## config.mk

```make
export PLATFORM = sky130hd
export DESIGN_NAME = tcu_top
export DESIGN_NICKNAME = d
export VERILOG_FILES = /design/src/rtl/tcu_pkg.sv /design/src/rtl/tcu_top.sv
export SDC_FILE = /design/constraint.sdc
export NUM_CORES = 1
export LEC_CHECK = 0
export BUFFER_PORTS_ARGS = -buffer_cell sky130_fd_sc_hd__buf_2
export CAP_MARGIN = 40
export CORE_MARGIN = 8
export CORE_UTILIZATION = 65
export CTS_CLUSTER_DIAMETER = 60
export CTS_CLUSTER_SIZE = 25
export DETAILED_ROUTE_END_ITERATION = 8
export PLACE_DENSITY = 0.95
export SLEW_MARGIN = 20
export SYNTH_ARGS = -nofsm -noshare
export SYNTH_HDL_FRONTEND = slang
export SYNTH_SLANG_ARGS = --single-unit
```

## constraint.sdc

```tcl
create_clock -name i_clk -period 6.7 [get_ports i_clk]
set_clock_uncertainty 0.1 [all_clocks]
set_input_delay 1.005 -clock i_clk [delete_from_list [all_inputs] [get_ports i_clk]]
set_output_delay 1.005 -clock i_clk [all_outputs]
set_load 0.01 [all_outputs]
```

## src/rtl/tcu_pkg.sv

```systemverilog
// Constants, field layout and types of the three-timer counter unit
package tcu_pkg;
    // ==================================================
    // Register byte addresses
    localparam int unsigned ADDR_W = 8;
    localparam logic [7:0] A_MODE  = 8'h00;
    localparam logic [7:0] A_CTRL  = 8'h04;
    localparam logic [7:0] A_CLK   = 8'h08;
    localparam logic [7:0] A_CNT0  = 8'h0C;
    localparam logic [7:0] A_CNT1  = 8'h10;
    localparam logic [7:0] A_T2CTL = 8'h14;
    localparam logic [7:0] A_THIRD_TIMER_MODE_REGISTER = 8'h18;
    localparam logic [7:0] A_CNT2  = 8'h1C;
    localparam logic [7:0] A_CAP   = 8'h20;
    // ==================================================
    // Field positions
    localparam int unsigned F_M0   = 0;
    localparam int unsigned F_CT0  = 2;
    localparam int unsigned F_GT0  = 3;
    localparam int unsigned F_M1   = 4;
    localparam int unsigned F_CT1  = 6;
    localparam int unsigned F_GT1  = 7;
    localparam int unsigned F_TR0  = 4;
    localparam int unsigned F_TF0  = 5;
    localparam int unsigned F_TR1  = 6;
    localparam int unsigned F_TF1  = 7;
    localparam int unsigned F_TB0  = 3;
    localparam int unsigned F_TB1  = 4;
    localparam int unsigned F_TB2  = 5;
    localparam int unsigned F_CPRL = 0;
    localparam int unsigned F_CT2  = 1;
    localparam int unsigned F_TR2  = 2;
    localparam int unsigned F_EXEN = 3;
    localparam int unsigned F_TXB  = 4;
    localparam int unsigned F_RXB  = 5;
    localparam int unsigned F_EXF  = 6;
    localparam int unsigned F_TF2  = 7;
    localparam int unsigned F_DIRECTION_COUNT_ENABLE = 0;
    localparam int unsigned F_OE   = 1;
    localparam int unsigned F_ACLR = 3;
    // ==================================================
    // Reset values and timing
    localparam logic [7:0]  RST_BYTE = 8'h00;
    localparam logic [15:0] RST_WORD = 16'h0000;
    localparam logic [3:0]  DIV_SLOW = 4'hC;
    localparam logic [3:0]  DIV_FAST = 4'h4;
    localparam logic [1:0]  RESP_OK  = 2'h0;
    localparam logic [1:0]  RESP_ERR = 2'h2;
    // ==================================================
    // Counting modes of the first two timers
    typedef enum logic [1:0] {
        TCU_M13,
        TCU_M16,
        TCU_M8RL,
        TCU_MSPLIT
    } tcu_mode_t;
endpackage : tcu_pkg

```

## src/rtl/tcu_top.sv

```systemverilog
// Three-timer counter unit with an AXI4-Lite register slave
`timescale 1ns/1ps
// Function
// [RULE1] Prescaled mode counts high byte plus five low bits of low byte.
// [RULE2] Prescaled high byte steps on low bit four falling; wrap sets overflow flag.
// [RULE3] First two timers count only when run set and gate off or pin high.
// [RULE4] Source select: internal ticks, or falling edges of the timer's event pin.
// [RULE5] Thirteen-bit count 1FFFh rolls to 0000h, setting overflow flag.
// [RULE6] Internal count rate is clock over 12 or 4 per time-base bit.
// [RULE7] Sixteen-bit mode wraps FFFFh to 0000h and sets overflow flag.
// [RULE8] Auto-reload: low byte wraps, reloads from high byte, sets overflow flag.
// [RULE9] Second timer in split mode holds its count.
// [RULE10] Split first timer: low byte own controls, high byte uses second's run/flag.
// [RULE11] With first timer split, second runs without run bit and flag.
// [RULE12] Third timer counts pin edges or divided clock, only while run set.
// [RULE13] Capture mode counts up; FFFFh rollover sets third overflow flag.
// [RULE14] Trigger falling edge captures count and sets trigger flag when enabled.
// [RULE15] Auto-clear bit clears third count after each capture.
// [RULE16] Up reload mode reloads from capture pair on rollover or trigger edge.
// [RULE17] Up/down mode: pin high counts up; down at capture value loads FFFFh.
// [RULE18] Up/down reloads set overflow flag, toggle trigger flag, no trigger request.
// [RULE19] Baud selects make third timer auto-reload without setting overflow flag.
// [RULE20] Baud mode trigger falling edge sets trigger flag and requests interrupt.
// [RULE21] Output enable with both selects clear and run drives 50% clock.
// [RULE22] Clock-out rate is clock over four times 65536 minus capture pair.
// [RULE23] Event pins sampled once per machine cycle; fall is high then low.
// [RULE24] Reset clears all three time-base bits, giving clock over twelve.
// [RULE25] Disabled timers hold counts; software writes apply at once. Third timer trigger edge still reloads or auto-clears its count.
module tcu_top (
    input  wire logic        i_clk,
    input  wire logic        i_rstn,
    input  wire logic        i_awvalid,
    output logic             o_awready,
    input  wire logic [7:0]  i_awaddr,
    input  wire logic        i_wvalid,
    output logic             o_wready,
    input  wire logic [31:0] i_wdata,
    input  wire logic [3:0]  i_wstrb,
    output logic             o_bvalid,
    input  wire logic        i_bready,
    output logic [1:0]       o_bresp,
    input  wire logic        i_arvalid,
    output logic             o_arready,
    input  wire logic [7:0]  i_araddr,
    output logic             o_rvalid,
    input  wire logic        i_rready,
    output logic [31:0]      o_rdata,
    output logic [1:0]       o_rresp,
    input  wire logic        i_event_a,
    input  wire logic        i_event_b,
    input  wire logic        i_ext_int_a,
    input  wire logic        i_ext_int_b,
    input  wire logic        i_t2_event,
    input  wire logic        i_t2_trig,
    output logic             o_tf0,
    output logic             o_tf1,
    output logic             o_t2_irq,
    output logic             o_t1_ovf,
    output logic             o_t2_ovf,
    output logic             o_clk_out,
    output logic             o_clk_out_en
);
    // ==================================================
    // Functions
    function automatic logic [16:0] tcu_step(input tcu_pkg::tcu_mode_t m,
                                             input logic [15:0] c);
        logic [16:0] r;
        r = {1'b0, c};
        case (m)
            tcu_pkg::TCU_M13: begin
                r[4:0] = c[4:0] + 5'h01;
                if (c[4:0] == 5'h1F) begin
                    r[15:8] = c[15:8] + 8'h01;
                    r[16]   = (c[15:8] == 8'hFF);
                end
            end
            tcu_pkg::TCU_M16: r = {1'b0, c} + 17'h00001;
            tcu_pkg::TCU_M8RL: begin
                r[7:0] = (c[7:0] == 8'hFF) ? c[15:8] : c[7:0] + 8'h01;
                r[16]  = (c[7:0] == 8'hFF);
            end
            default: r = {1'b0, c};
        endcase
        return r;
    endfunction : tcu_step

    function automatic logic tcu_hit(input logic [7:0] a);
        return a inside {tcu_pkg::A_MODE, tcu_pkg::A_CTRL, tcu_pkg::A_CLK,
                         tcu_pkg::A_CNT0, tcu_pkg::A_CNT1, tcu_pkg::A_T2CTL,
                         tcu_pkg::A_THIRD_TIMER_MODE_REGISTER, tcu_pkg::A_CNT2, tcu_pkg::A_CAP};
    endfunction : tcu_hit

    // ==================================================
    // State
    logic [7:0]  mode_q, aw_q;
    logic        tr0_q, tr1_q, tf0_q, tf1_q, tb0_q, tb1_q, tb2_q;
    logic [15:0] c0_q, c1_q, c2_q, cap_q, wd_q;
    logic [7:0]  t2ctl_q, third_timer_mode_register_q;
    logic [3:0]  div_q, ws_q;
    logic [5:0]  s1_q, s2_q, smp_q, fall_q;
    logic        awrdy_q, wrdy_q, awv_q, wv_q, bv_q, arrdy_q, rv_q;
    logic [1:0]  bresp_q, rresp_q;
    logic [31:0] rdata_q;
    logic        irq2_q, t1o_q, t2o_q, clk_q, cen_q;

    // ==================================================
    // Dividers: machine cycle is four clocks
    logic tick12, tick4, mc_tick;
    assign tick12  = (div_q == tcu_pkg::DIV_SLOW - 4'h1);
    assign tick4   = (div_q[1:0] == 2'h3);
    assign mc_tick = tick4;
    always_ff @(posedge i_clk or negedge i_rstn) begin
        if (!i_rstn) begin
            div_q <= 4'h0;
        end else begin
            div_q <= tick12 ? 4'h0 : div_q + 4'h1; // RULE6
        end
    end

    // ==================================================
    // Pin synchronisers and per-machine-cycle edge sampling
    always_ff @(posedge i_clk or negedge i_rstn) begin
        if (!i_rstn) begin
            s1_q   <= 6'h00;
            s2_q   <= 6'h00;
            smp_q  <= 6'h00;
            fall_q <= 6'h00;
        end else begin
            s1_q <= {i_t2_trig, i_t2_event, i_ext_int_b, i_ext_int_a, i_event_b, i_event_a};
            s2_q <= s1_q;
            if (mc_tick) begin
                smp_q <= s2_q;
            end
            fall_q <= mc_tick ? (smp_q & ~s2_q) : 6'h00; // RULE23
        end
    end

    // ==================================================
    // Register bus decode
    logic wr_go, wr_hit;
    logic w_mode, w_ctrl, w_clk, w_c0, w_c1, w_t2c, w_t2m, w_c2, w_cap;
    assign wr_go  = awv_q & wv_q & ~bv_q;
    assign wr_hit = wr_go & ws_q[0];
    assign w_mode = wr_hit & (aw_q == tcu_pkg::A_MODE);
    assign w_ctrl = wr_hit & (aw_q == tcu_pkg::A_CTRL);
    assign w_clk  = wr_hit & (aw_q == tcu_pkg::A_CLK);
    assign w_t2c  = wr_hit & (aw_q == tcu_pkg::A_T2CTL);
    assign w_t2m  = wr_hit & (aw_q == tcu_pkg::A_THIRD_TIMER_MODE_REGISTER);
    assign w_c0   = wr_go & (aw_q == tcu_pkg::A_CNT0) & |ws_q[1:0];
    assign w_c1   = wr_go & (aw_q == tcu_pkg::A_CNT1) & |ws_q[1:0];
    assign w_c2   = wr_go & (aw_q == tcu_pkg::A_CNT2) & |ws_q[1:0];
    assign w_cap  = wr_go & (aw_q == tcu_pkg::A_CAP) & |ws_q[1:0];

    function automatic logic [15:0] merge(input logic [15:0] o, input logic [15:0] n,
                                          input logic [1:0] s);
        return {s[1] ? n[15:8] : o[15:8], s[0] ? n[7:0] : o[7:0]};
    endfunction : merge

    // ==================================================
    // First two timers
    tcu_pkg::tcu_mode_t m0, m1;
    logic        split0, inc0, inc1, en0, en1, hi_en, set_tf0, set_tf1;
    logic [16:0] st0, st1;
    logic [15:0] c0_n, c1_n;
    assign m0     = tcu_pkg::tcu_mode_t'(mode_q[tcu_pkg::F_M0 +: 2]);
    assign m1     = tcu_pkg::tcu_mode_t'(mode_q[tcu_pkg::F_M1 +: 2]);
    assign split0 = (m0 == tcu_pkg::TCU_MSPLIT);
    assign inc0   = mode_q[tcu_pkg::F_CT0] ? fall_q[0] : (tb0_q ? tick4 : tick12); // RULE4
    assign inc1   = mode_q[tcu_pkg::F_CT1] ? fall_q[1] : (tb1_q ? tick4 : tick12); // RULE6
    assign en0    = tr0_q & (~mode_q[tcu_pkg::F_GT0] | smp_q[2]); // RULE3
    assign en1    = (split0 | tr1_q) & (~mode_q[tcu_pkg::F_GT1] | smp_q[3]); // RULE11
    assign hi_en  = split0 & tr1_q & (tb0_q ? tick4 : tick12); // RULE10
    assign st0    = tcu_step(m0, c0_q); // RULE1
    assign st1    = tcu_step(m1, c1_q); // RULE9

    always_comb begin
        c0_n    = c0_q;
        set_tf0 = 1'b0;
        set_tf1 = 1'b0;
        if (split0) begin
            if (en0 & inc0) begin
                c0_n[7:0] = c0_q[7:0] + 8'h01; // RULE10
                set_tf0   = (c0_q[7:0] == 8'hFF);
            end
            if (hi_en) begin
                c0_n[15:8] = c0_q[15:8] + 8'h01;
                set_tf1    = (c0_q[15:8] == 8'hFF);
            end
        end else if (en0 & inc0) begin
            c0_n    = st0[15:0]; // RULE2 RULE7 RULE8
            set_tf0 = st0[16]; // RULE5
        end
        c1_n = (en1 & inc1) ? st1[15:0] : c1_q; // RULE25
        if (en1 & inc1 & ~split0 & st1[16]) begin
            set_tf1 = 1'b1;
        end
    end

    always_ff @(posedge i_clk or negedge i_rstn) begin
        if (!i_rstn) begin
            c0_q  <= tcu_pkg::RST_WORD;
            c1_q  <= tcu_pkg::RST_WORD;
            t1o_q <= 1'b0;
        end else begin
            c0_q  <= w_c0 ? merge(c0_q, wd_q, ws_q[1:0]) : c0_n; // RULE25
            c1_q  <= w_c1 ? merge(c1_q, wd_q, ws_q[1:0]) : c1_n;
            t1o_q <= en1 & inc1 & st1[16];
        end
    end

    always_ff @(posedge i_clk or negedge i_rstn) begin
        if (!i_rstn) begin
            mode_q <= tcu_pkg::RST_BYTE;
            {tr0_q, tr1_q, tf0_q, tf1_q} <= 4'h0;
            {tb0_q, tb1_q, tb2_q} <= 3'h0; // RULE24
        end else begin
            if (w_mode) begin
                mode_q <= wd_q[7:0];
            end
            if (w_ctrl) begin
                tr0_q <= wd_q[tcu_pkg::F_TR0];
                tr1_q <= wd_q[tcu_pkg::F_TR1];
            end
            if (w_clk) begin
                tb0_q <= wd_q[tcu_pkg::F_TB0];
                tb1_q <= wd_q[tcu_pkg::F_TB1];
                tb2_q <= wd_q[tcu_pkg::F_TB2];
            end
            tf0_q <= set_tf0 | (w_ctrl ? wd_q[tcu_pkg::F_TF0] : tf0_q);
            tf1_q <= set_tf1 | (w_ctrl ? wd_q[tcu_pkg::F_TF1] : tf1_q);
        end
    end

    // ==================================================
    // Third timer
    logic        cprl, ct2, tr2, exen, baud, clkout, updn, inc2, trg, dir;
    logic        s_tf2, s_exf, t_exf, ov2;
    logic [15:0] c2_n, cap_n;
    assign cprl   = t2ctl_q[tcu_pkg::F_CPRL];
    assign ct2    = t2ctl_q[tcu_pkg::F_CT2];
    assign tr2    = t2ctl_q[tcu_pkg::F_TR2];
    assign exen   = t2ctl_q[tcu_pkg::F_EXEN];
    assign baud   = t2ctl_q[tcu_pkg::F_TXB] | t2ctl_q[tcu_pkg::F_RXB];
    assign clkout = third_timer_mode_register_q[tcu_pkg::F_OE] & ~ct2 & ~cprl; // RULE21
    assign updn   = ~cprl & ~baud & ~clkout & third_timer_mode_register_q[tcu_pkg::F_DIRECTION_COUNT_ENABLE];
    assign inc2   = tr2 & (ct2 ? fall_q[4] : clkout ? div_q[0] : (tb2_q ? tick4 : tick12)); // RULE12 RULE22
    assign trg    = exen & fall_q[5];
    assign dir    = smp_q[5];

    always_comb begin
        c2_n  = c2_q;
        cap_n = cap_q;
        s_tf2 = 1'b0;
        s_exf = 1'b0;
        t_exf = 1'b0;
        ov2   = 1'b0;
        if (cprl & ~baud) begin
            if (inc2) begin
                {ov2, c2_n} = {1'b0, c2_q} + 17'h00001; // RULE13
                s_tf2       = ov2;
            end
            if (trg) begin
                cap_n = c2_q; // RULE14
                s_exf = 1'b1;
                if (third_timer_mode_register_q[tcu_pkg::F_ACLR]) begin
                    c2_n = tcu_pkg::RST_WORD; // RULE15
                end
            end
        end else if (updn) begin
            if (inc2 & dir) begin
                ov2  = (c2_q == 16'hFFFF); // RULE17
                c2_n = ov2 ? cap_q : c2_q + 16'h0001;
            end else if (inc2) begin
                ov2  = (c2_q == cap_q);
                c2_n = ov2 ? 16'hFFFF : c2_q - 16'h0001;
            end
            s_tf2 = ov2; // RULE18
            t_exf = ov2;
        end else begin
            if (inc2) begin
                ov2  = (c2_q == 16'hFFFF); // RULE16 RULE19
                c2_n = ov2 ? cap_q : c2_q + 16'h0001;
            end
            s_tf2 = ov2 & ~baud & ~clkout; // RULE19
            if (trg) begin
                s_exf = 1'b1; // RULE20
                if (~baud & ~clkout) begin
                    c2_n = cap_q; // RULE16
                end
            end
        end
    end

    always_ff @(posedge i_clk or negedge i_rstn) begin
        if (!i_rstn) begin
            c2_q    <= tcu_pkg::RST_WORD;
            cap_q   <= tcu_pkg::RST_WORD;
            t2ctl_q <= tcu_pkg::RST_BYTE;
            third_timer_mode_register_q <= tcu_pkg::RST_BYTE;
        end else begin
            c2_q  <= w_c2 ? merge(c2_q, wd_q, ws_q[1:0]) : c2_n;
            cap_q <= w_cap ? merge(cap_q, wd_q, ws_q[1:0]) : cap_n;
            if (w_t2c) begin
                t2ctl_q[5:0] <= wd_q[5:0];
            end
            t2ctl_q[tcu_pkg::F_TF2] <= s_tf2 | (w_t2c ? wd_q[tcu_pkg::F_TF2]
                                                      : t2ctl_q[tcu_pkg::F_TF2]);
            t2ctl_q[tcu_pkg::F_EXF] <= s_exf | ((w_t2c ? wd_q[tcu_pkg::F_EXF]
                                                       : t2ctl_q[tcu_pkg::F_EXF]) ^ t_exf);
            if (w_t2m) begin
                third_timer_mode_register_q <= wd_q[7:0] & 8'h0B;
            end
        end
    end

    always_ff @(posedge i_clk or negedge i_rstn) begin
        if (!i_rstn) begin
            {irq2_q, t2o_q, clk_q, cen_q} <= 4'h0;
        end else begin
            irq2_q <= t2ctl_q[tcu_pkg::F_TF2] | (t2ctl_q[tcu_pkg::F_EXF] & ~updn); // RULE18
            t2o_q  <= ov2;
            cen_q  <= clkout;
            if (~clkout) begin
                clk_q <= 1'b0;
            end else if (ov2) begin
                clk_q <= ~clk_q; // RULE21
            end
        end
    end

    // ==================================================
    // AXI4-Lite slave: one write and one read in flight
    always_ff @(posedge i_clk or negedge i_rstn) begin
        if (!i_rstn) begin
            {awrdy_q, wrdy_q, awv_q, wv_q, bv_q} <= 5'h00;
            aw_q    <= 8'h00;
            wd_q    <= tcu_pkg::RST_WORD;
            ws_q    <= 4'h0;
            bresp_q <= tcu_pkg::RESP_OK;
        end else begin
            if (awrdy_q & i_awvalid) begin
                awrdy_q <= 1'b0;
                awv_q   <= 1'b1;
                aw_q    <= i_awaddr;
            end else if (~awv_q & ~bv_q) begin
                awrdy_q <= 1'b1;
            end
            if (wrdy_q & i_wvalid) begin
                wrdy_q <= 1'b0;
                wv_q   <= 1'b1;
                wd_q   <= i_wdata[15:0];
                ws_q   <= i_wstrb;
            end else if (~wv_q & ~bv_q) begin
                wrdy_q <= 1'b1;
            end
            if (wr_go) begin
                bv_q    <= 1'b1;
                awv_q   <= 1'b0;
                wv_q    <= 1'b0;
                bresp_q <= tcu_hit(aw_q) ? tcu_pkg::RESP_OK : tcu_pkg::RESP_ERR;
            end else if (bv_q & i_bready) begin
                bv_q <= 1'b0;
            end
        end
    end

    always_ff @(posedge i_clk or negedge i_rstn) begin
        if (!i_rstn) begin
            {arrdy_q, rv_q} <= 2'h0;
            rdata_q <= 32'h0000_0000;
            rresp_q <= tcu_pkg::RESP_OK;
        end else if (arrdy_q & i_arvalid) begin
            arrdy_q <= 1'b0;
            rv_q    <= 1'b1;
            rresp_q <= tcu_hit(i_araddr) ? tcu_pkg::RESP_OK : tcu_pkg::RESP_ERR;
            case (i_araddr)
                tcu_pkg::A_MODE:  rdata_q <= {24'h0, mode_q};
                tcu_pkg::A_CTRL:  rdata_q <= {24'h0, tf1_q, tr1_q, tf0_q, tr0_q, 4'h0};
                tcu_pkg::A_CLK:   rdata_q <= {26'h0, tb2_q, tb1_q, tb0_q, 3'h0};
                tcu_pkg::A_CNT0:  rdata_q <= {16'h0, c0_q};
                tcu_pkg::A_CNT1:  rdata_q <= {16'h0, c1_q};
                tcu_pkg::A_T2CTL: rdata_q <= {24'h0, t2ctl_q};
                tcu_pkg::A_THIRD_TIMER_MODE_REGISTER: rdata_q <= {24'h0, third_timer_mode_register_q};
                tcu_pkg::A_CNT2:  rdata_q <= {16'h0, c2_q};
                tcu_pkg::A_CAP:   rdata_q <= {16'h0, cap_q};
                default:          rdata_q <= 32'h0000_0000;
            endcase
        end else if (rv_q & i_rready) begin
            rv_q <= 1'b0;
        end else if (~rv_q) begin
            arrdy_q <= 1'b1;
        end
    end

    assign o_awready    = awrdy_q;
    assign o_wready     = wrdy_q;
    assign o_bvalid     = bv_q;
    assign o_bresp      = bresp_q;
    assign o_arready    = arrdy_q;
    assign o_rvalid     = rv_q;
    assign o_rdata      = rdata_q;
    assign o_rresp      = rresp_q;
    assign o_tf0        = tf0_q;
    assign o_tf1        = tf1_q;
    assign o_t2_irq     = irq2_q;
    assign o_t1_ovf     = t1o_q;
    assign o_t2_ovf     = t2o_q;
    assign o_clk_out    = clk_q;
    assign o_clk_out_en = cen_q;
endmodule : tcu_top

```

==> results.yml <==
clocking:
  post_cts.repair.setup_buffers: 0
  cts_root_buf: "sky130_fd_sc_hd__clkbuf_16"
  path_clk_slew_ns: 0.07
  cts_hold_repair.buffers: 0
  cts_buffer_depth: 2
  tritoncts: "done"
  clk_latency_ns: 0.45
  clock-sinks: 172
  ctsHtreeMaxLevel: 4
  cts-buffers-inserted: 17
  post_cts_resize_count: 0
layout:
  antenna_cells_inserted: 0
  stdcell_count: 1515
  fin_nets: 1365
  drive_above_1_share_pct: 16.2
  nFillCells: 1210
  syn2layout_area_growth_pct: 10.5
  postLayoutCellArea_um2: 12200
  finalCoreUtilization_pct: 73.7
timing:
  timing_hold_violations_final: 0
  totalNegativeSetupSlack_ns: 0
  fin_crit_ns: 3.60
  final-max-slew-violation-count: 0
  timing.final.crit_share_pct: 53.7
  timing_worst_slew_pin_value_ns: 0.949
  worst_slew_margin_rel_pct: 36.1
  total_of_endpoints_with_negative_setup_slack_in_the_final_report: 0
  grt_setup_unrepaired: "no"
  fmax_ghz: 0.278
global_route:
  initial_antenna_violation_count: 0
  grt_start_max_net_pins: 63
  gr-max-usage-layer: "met2"
  first_global_vias: 10600
  global_route.usage.met1_pct: 46.0
  track_usage_pct: 36.3
  grt-ovfl-total: 0
  met3_usage_pct: 12.6
  global_route.usage.met2_pct: 53.1
  grt_first_pass_wirelength_um: 60900
floorplan:
  initial_utilization_pct: 66.7
  design.die.area_um2: 21400
  fp.dieW_um: 146
  floorplan.rows: 47
  coreArea_um2: 16600
  floorplan.die.height_um: 146
  floorplan.io_pins: 113
critical_path:
  worst-setup-path-type: "flip-flop to flip-flop"
  cp_data_required_time_ns: 6.93
  worst_r2r_path_depth: 6
  timing.critical_path.arrival_ns: 3.83
  worstSetupStartpointType: "flip-flop"
  critical_path.max_fanout: 14
  regToRegStartpoint: "c2_q[4]$_DFFE_PN0P_"
  r2r_slack_ns: 3.10
  worstSetupStartpoint: "c2_q[4]$_DFFE_PN0P_"
  worstReg2RegEnd: "c2_q[10]$_DFFE_PN0P_"
  critical_path.endpoint_type: "flip-flop"
  critPathCapture: "c2_q[10]$_DFFE_PN0P_"
power_and_ir_drop:
  ir_worst_vdd_v: 0.000323
  leakagePower_uw: 0.00523
  power_per_cell_area_nw_per_um2: 311
logic_synthesis:
  synth_top_cell_area_share_pct: 38.9
  synthDistinctLibCells: 78
  syn_area_um2: 11100
  yosysSeqAreaShare_pct: 38.9
  synthArstFlopShare_pct: 100
  ys_top_cells_by_area: "sky130_fd_sc_hd__dfrtp_1 39%, sky130_fd_sc_hd__mux2_2 5.6%, sky130_fd_sc_hd__o21ai_0 4.3%, sky130_fd_sc_hd__nand2_1 3.8%, sky130_fd_sc_hd__a21oi_1 3.4%"
  synth_cells: 1240
  synth_area_per_cell_um2: 8.91
  ys_dominant_reg_cell: "sky130_fd_sc_hd__dfrtp_1"
  ys_warn_count: 0
  ys_ff_latch: 172
  yosysTopAreaCell: "sky130_fd_sc_hd__dfrtp_1"
  synth-edff-count: 0
route:
  detailedRoute.firstPassIterationCount: 9
  routed-via-count: 11000
  route.antenna.remaining_nets: 0
  postRouteWirelength_um: 38900
  avgRoutedWirePerCell_um: 25.7
  drcViolationCount: 3
  avgViaCountPerCell: 7.29
  first_iter_violations: 1834
placement:
  detailed_place.area_um2: 11500
  place_inst: 1477
  numPortBuffers: 76
  dp.final_hpwl_um: 26900
  gpl.final_weighted_congestion: 1.03
outcome:
  failed_checks: "DRC"
  status: "complete, but fails checks"
flow_run:
  cap_violations: 0
worst_hold_path:
  holdCritPathClass: "flip-flop to flip-flop"
[flip-flops by register name, indices dropped and copies added, names as in the netlist, 2 cells and up]
name	flops
o_rdata	16
smp_q	6
third_timer_mode_register_q	3
c0_q	16
s1_q	6
c1_q	16
ws_q	2
c2_q	16
div_q	4
aw_q	8
mode_q	8
wd_q	16
cap_q	16
s2_q	6
fall_q	4
t2ctl_q	8
[cell usage in the layout (no fill, tap or decap), drive strengths merged, types with 7 or more instances in the layout]
| cell type | netlist | final |
|---|---|---|
| mux2 | 55 | 55 |
| a221oi | 16 | 16 |
| inv | 29 | 34 |
| nand2b | 11 | 11 |
| nor4 | 16 | 16 |
| nand3b | 9 | 9 |
| clkbuf | 61 | 21 |
| buf | 36 | 103 |
| o211ai | 17 | 17 |
| and3 | 17 | 17 |
| nor2b | 8 | 8 |
| nand3 | 47 | 47 |
| nor3 | 30 | 30 |
| xnor2 | 27 | 27 |
| o31ai | 8 | 8 |
| xor2 | 32 | 32 |
| a31oi | 17 | 17 |
| nand4 | 15 | 15 |
| a21oi | 75 | 75 |
| conb | 1 | 18 |
| o221ai | 7 | 7 |
| a22oi | 38 | 38 |
| o22ai | 13 | 13 |
| a211oi | 16 | 16 |
| nor2 | 91 | 91 |
| o21ai | 103 | 103 |
| ha | 17 | 17 |
| dfrtp | 172 | 172 |
| mux2i | 22 | 22 |
| nand2 | 111 | 111 |
| a22o | 22 | 22 |
[worst max-delay path, cell delays in order (launching register included)]
cell and delay (ns):
sky130_fd_sc_hd__dfrtp_1 0.75, sky130_fd_sc_hd__nand4_1 0.52, sky130_fd_sc_hd__nor2_1 0.37, sky130_fd_sc_hd__nand4_1 0.27
sky130_fd_sc_hd__o21ai_0 0.85, sky130_fd_sc_hd__a221oi_1 0.24, sky130_fd_sc_hd__o41ai_1 0.38
[cell families (layout without fill, tap and decap cells)]
| logic type | after synthesis | after routing | synth area share, % |
|---|---|---|---|
| other | 1 | 18 | 0.0339 |
| muxes | 77 | 77 | 7.60 |
| and+or+nand+nor | 399 | 399 | 18.1 |
| adders and majority gates | 17 | 17 | 1.92 |
| xor gates and xnor gates | 59 | 59 | 4.68 |
| AOI/OAI and AO/OA | 389 | 389 | 23.5 |
| DFF | 172 | 172 | 38.9 |
| buffers and inverters | 126 | 164 | 5.18 |
[worst min path at each step]
stage | startpoint | end | slack, ns | depth (start not counted)
after floorplan | s1_q[0]$_DFF_PN0_ | s2_q[0]$_DFF_PN0_ | 0.23 | 0
after global placement | s1_q[4]$_DFF_PN0_ | s2_q[4]$_DFF_PN0_ | 0.23 | 0
after detailed placement | s1_q[3]$_DFF_PN0_ | s2_q[3]$_DFF_PN0_ | 0.24 | 0
after CTS | s1_q[3]$_DFF_PN0_ | s2_q[3]$_DFF_PN0_ | 0.26 | 0
after global routing | s1_q[3]$_DFF_PN0_ | s2_q[3]$_DFF_PN0_ | 0.26 | 0
final | s1_q[3]$_DFF_PN0_ | s2_q[3]$_DFF_PN0_ | 0.26 | 0
[synthesized netlist by cell type, types with 20 or more instances]
cell	number
sky130_fd_sc_hd__buf_4	20
sky130_fd_sc_hd__mux2i_1	22
sky130_fd_sc_hd__a22o_1	22
sky130_fd_sc_hd__a21oi_1	75
sky130_fd_sc_hd__nor2_1	89
sky130_fd_sc_hd__dfrtp_1	172
sky130_fd_sc_hd__a22oi_1	38
sky130_fd_sc_hd__clkbuf_1	61
sky130_fd_sc_hd__nand2_1	111
sky130_fd_sc_hd__inv_1	29
sky130_fd_sc_hd__mux2_2	55
sky130_fd_sc_hd__nand3_1	47
sky130_fd_sc_hd__xor2_1	32
sky130_fd_sc_hd__o21ai_0	96
sky130_fd_sc_hd__nor3_1	30
sky130_fd_sc_hd__xnor2_1	27
[power by group]
| group | internal, µW | switching (µW) | leakage, µW | total [µW] |
|---|---|---|---|---|
| Combinational | 454 | 519 | 0.00267 | 973 |
| Sequential | 1220 | 550 | 0.00226 | 1770 |
| Clock | 602 | 455 | 0.000294 | 1060 |
| Total | 2280 | 1520 | 0.00523 | 3800 |
[per-layer routing]
layer	vias up	share of wire, %
li1	4692	-
met1	5143	36
met2	958	43
met3	251	14
met4	0	6.9
met5	-	0
[area by class of cell]
type / instances / area [µm²] / share of cell area [%]
multi-input cells: 959 / 6260 / 51.2
inverters: 29 / 109 / 0.891
repair buffers: 104 / 664 / 5.44
flip-flops and latches: 172 / 4300 / 35.2
clock buffers: 20 / 447 / 3.66
clock inverters: 11 / 158 / 1.29
well taps: 220 / 275 / 2.25
[metrics by stage]
| stage | worst slack [ns] | total power [µW] | hold slack, ns |
|---|---|---|---|
| finish | 3.10 | 3800 | 0.257 |
| global route | 3.05 | 3920 | 0.257 |
| CTS | 3.31 | 3710 | 0.256 |
| detailed placement | 3.36 | 2660 | 0.241 |
| global placement | 3.29 | 2610 | 0.233 |
| floorplan | 3.73 | 2240 | 0.231 |
Note: power is estimated with default switching activity, not from simulation.
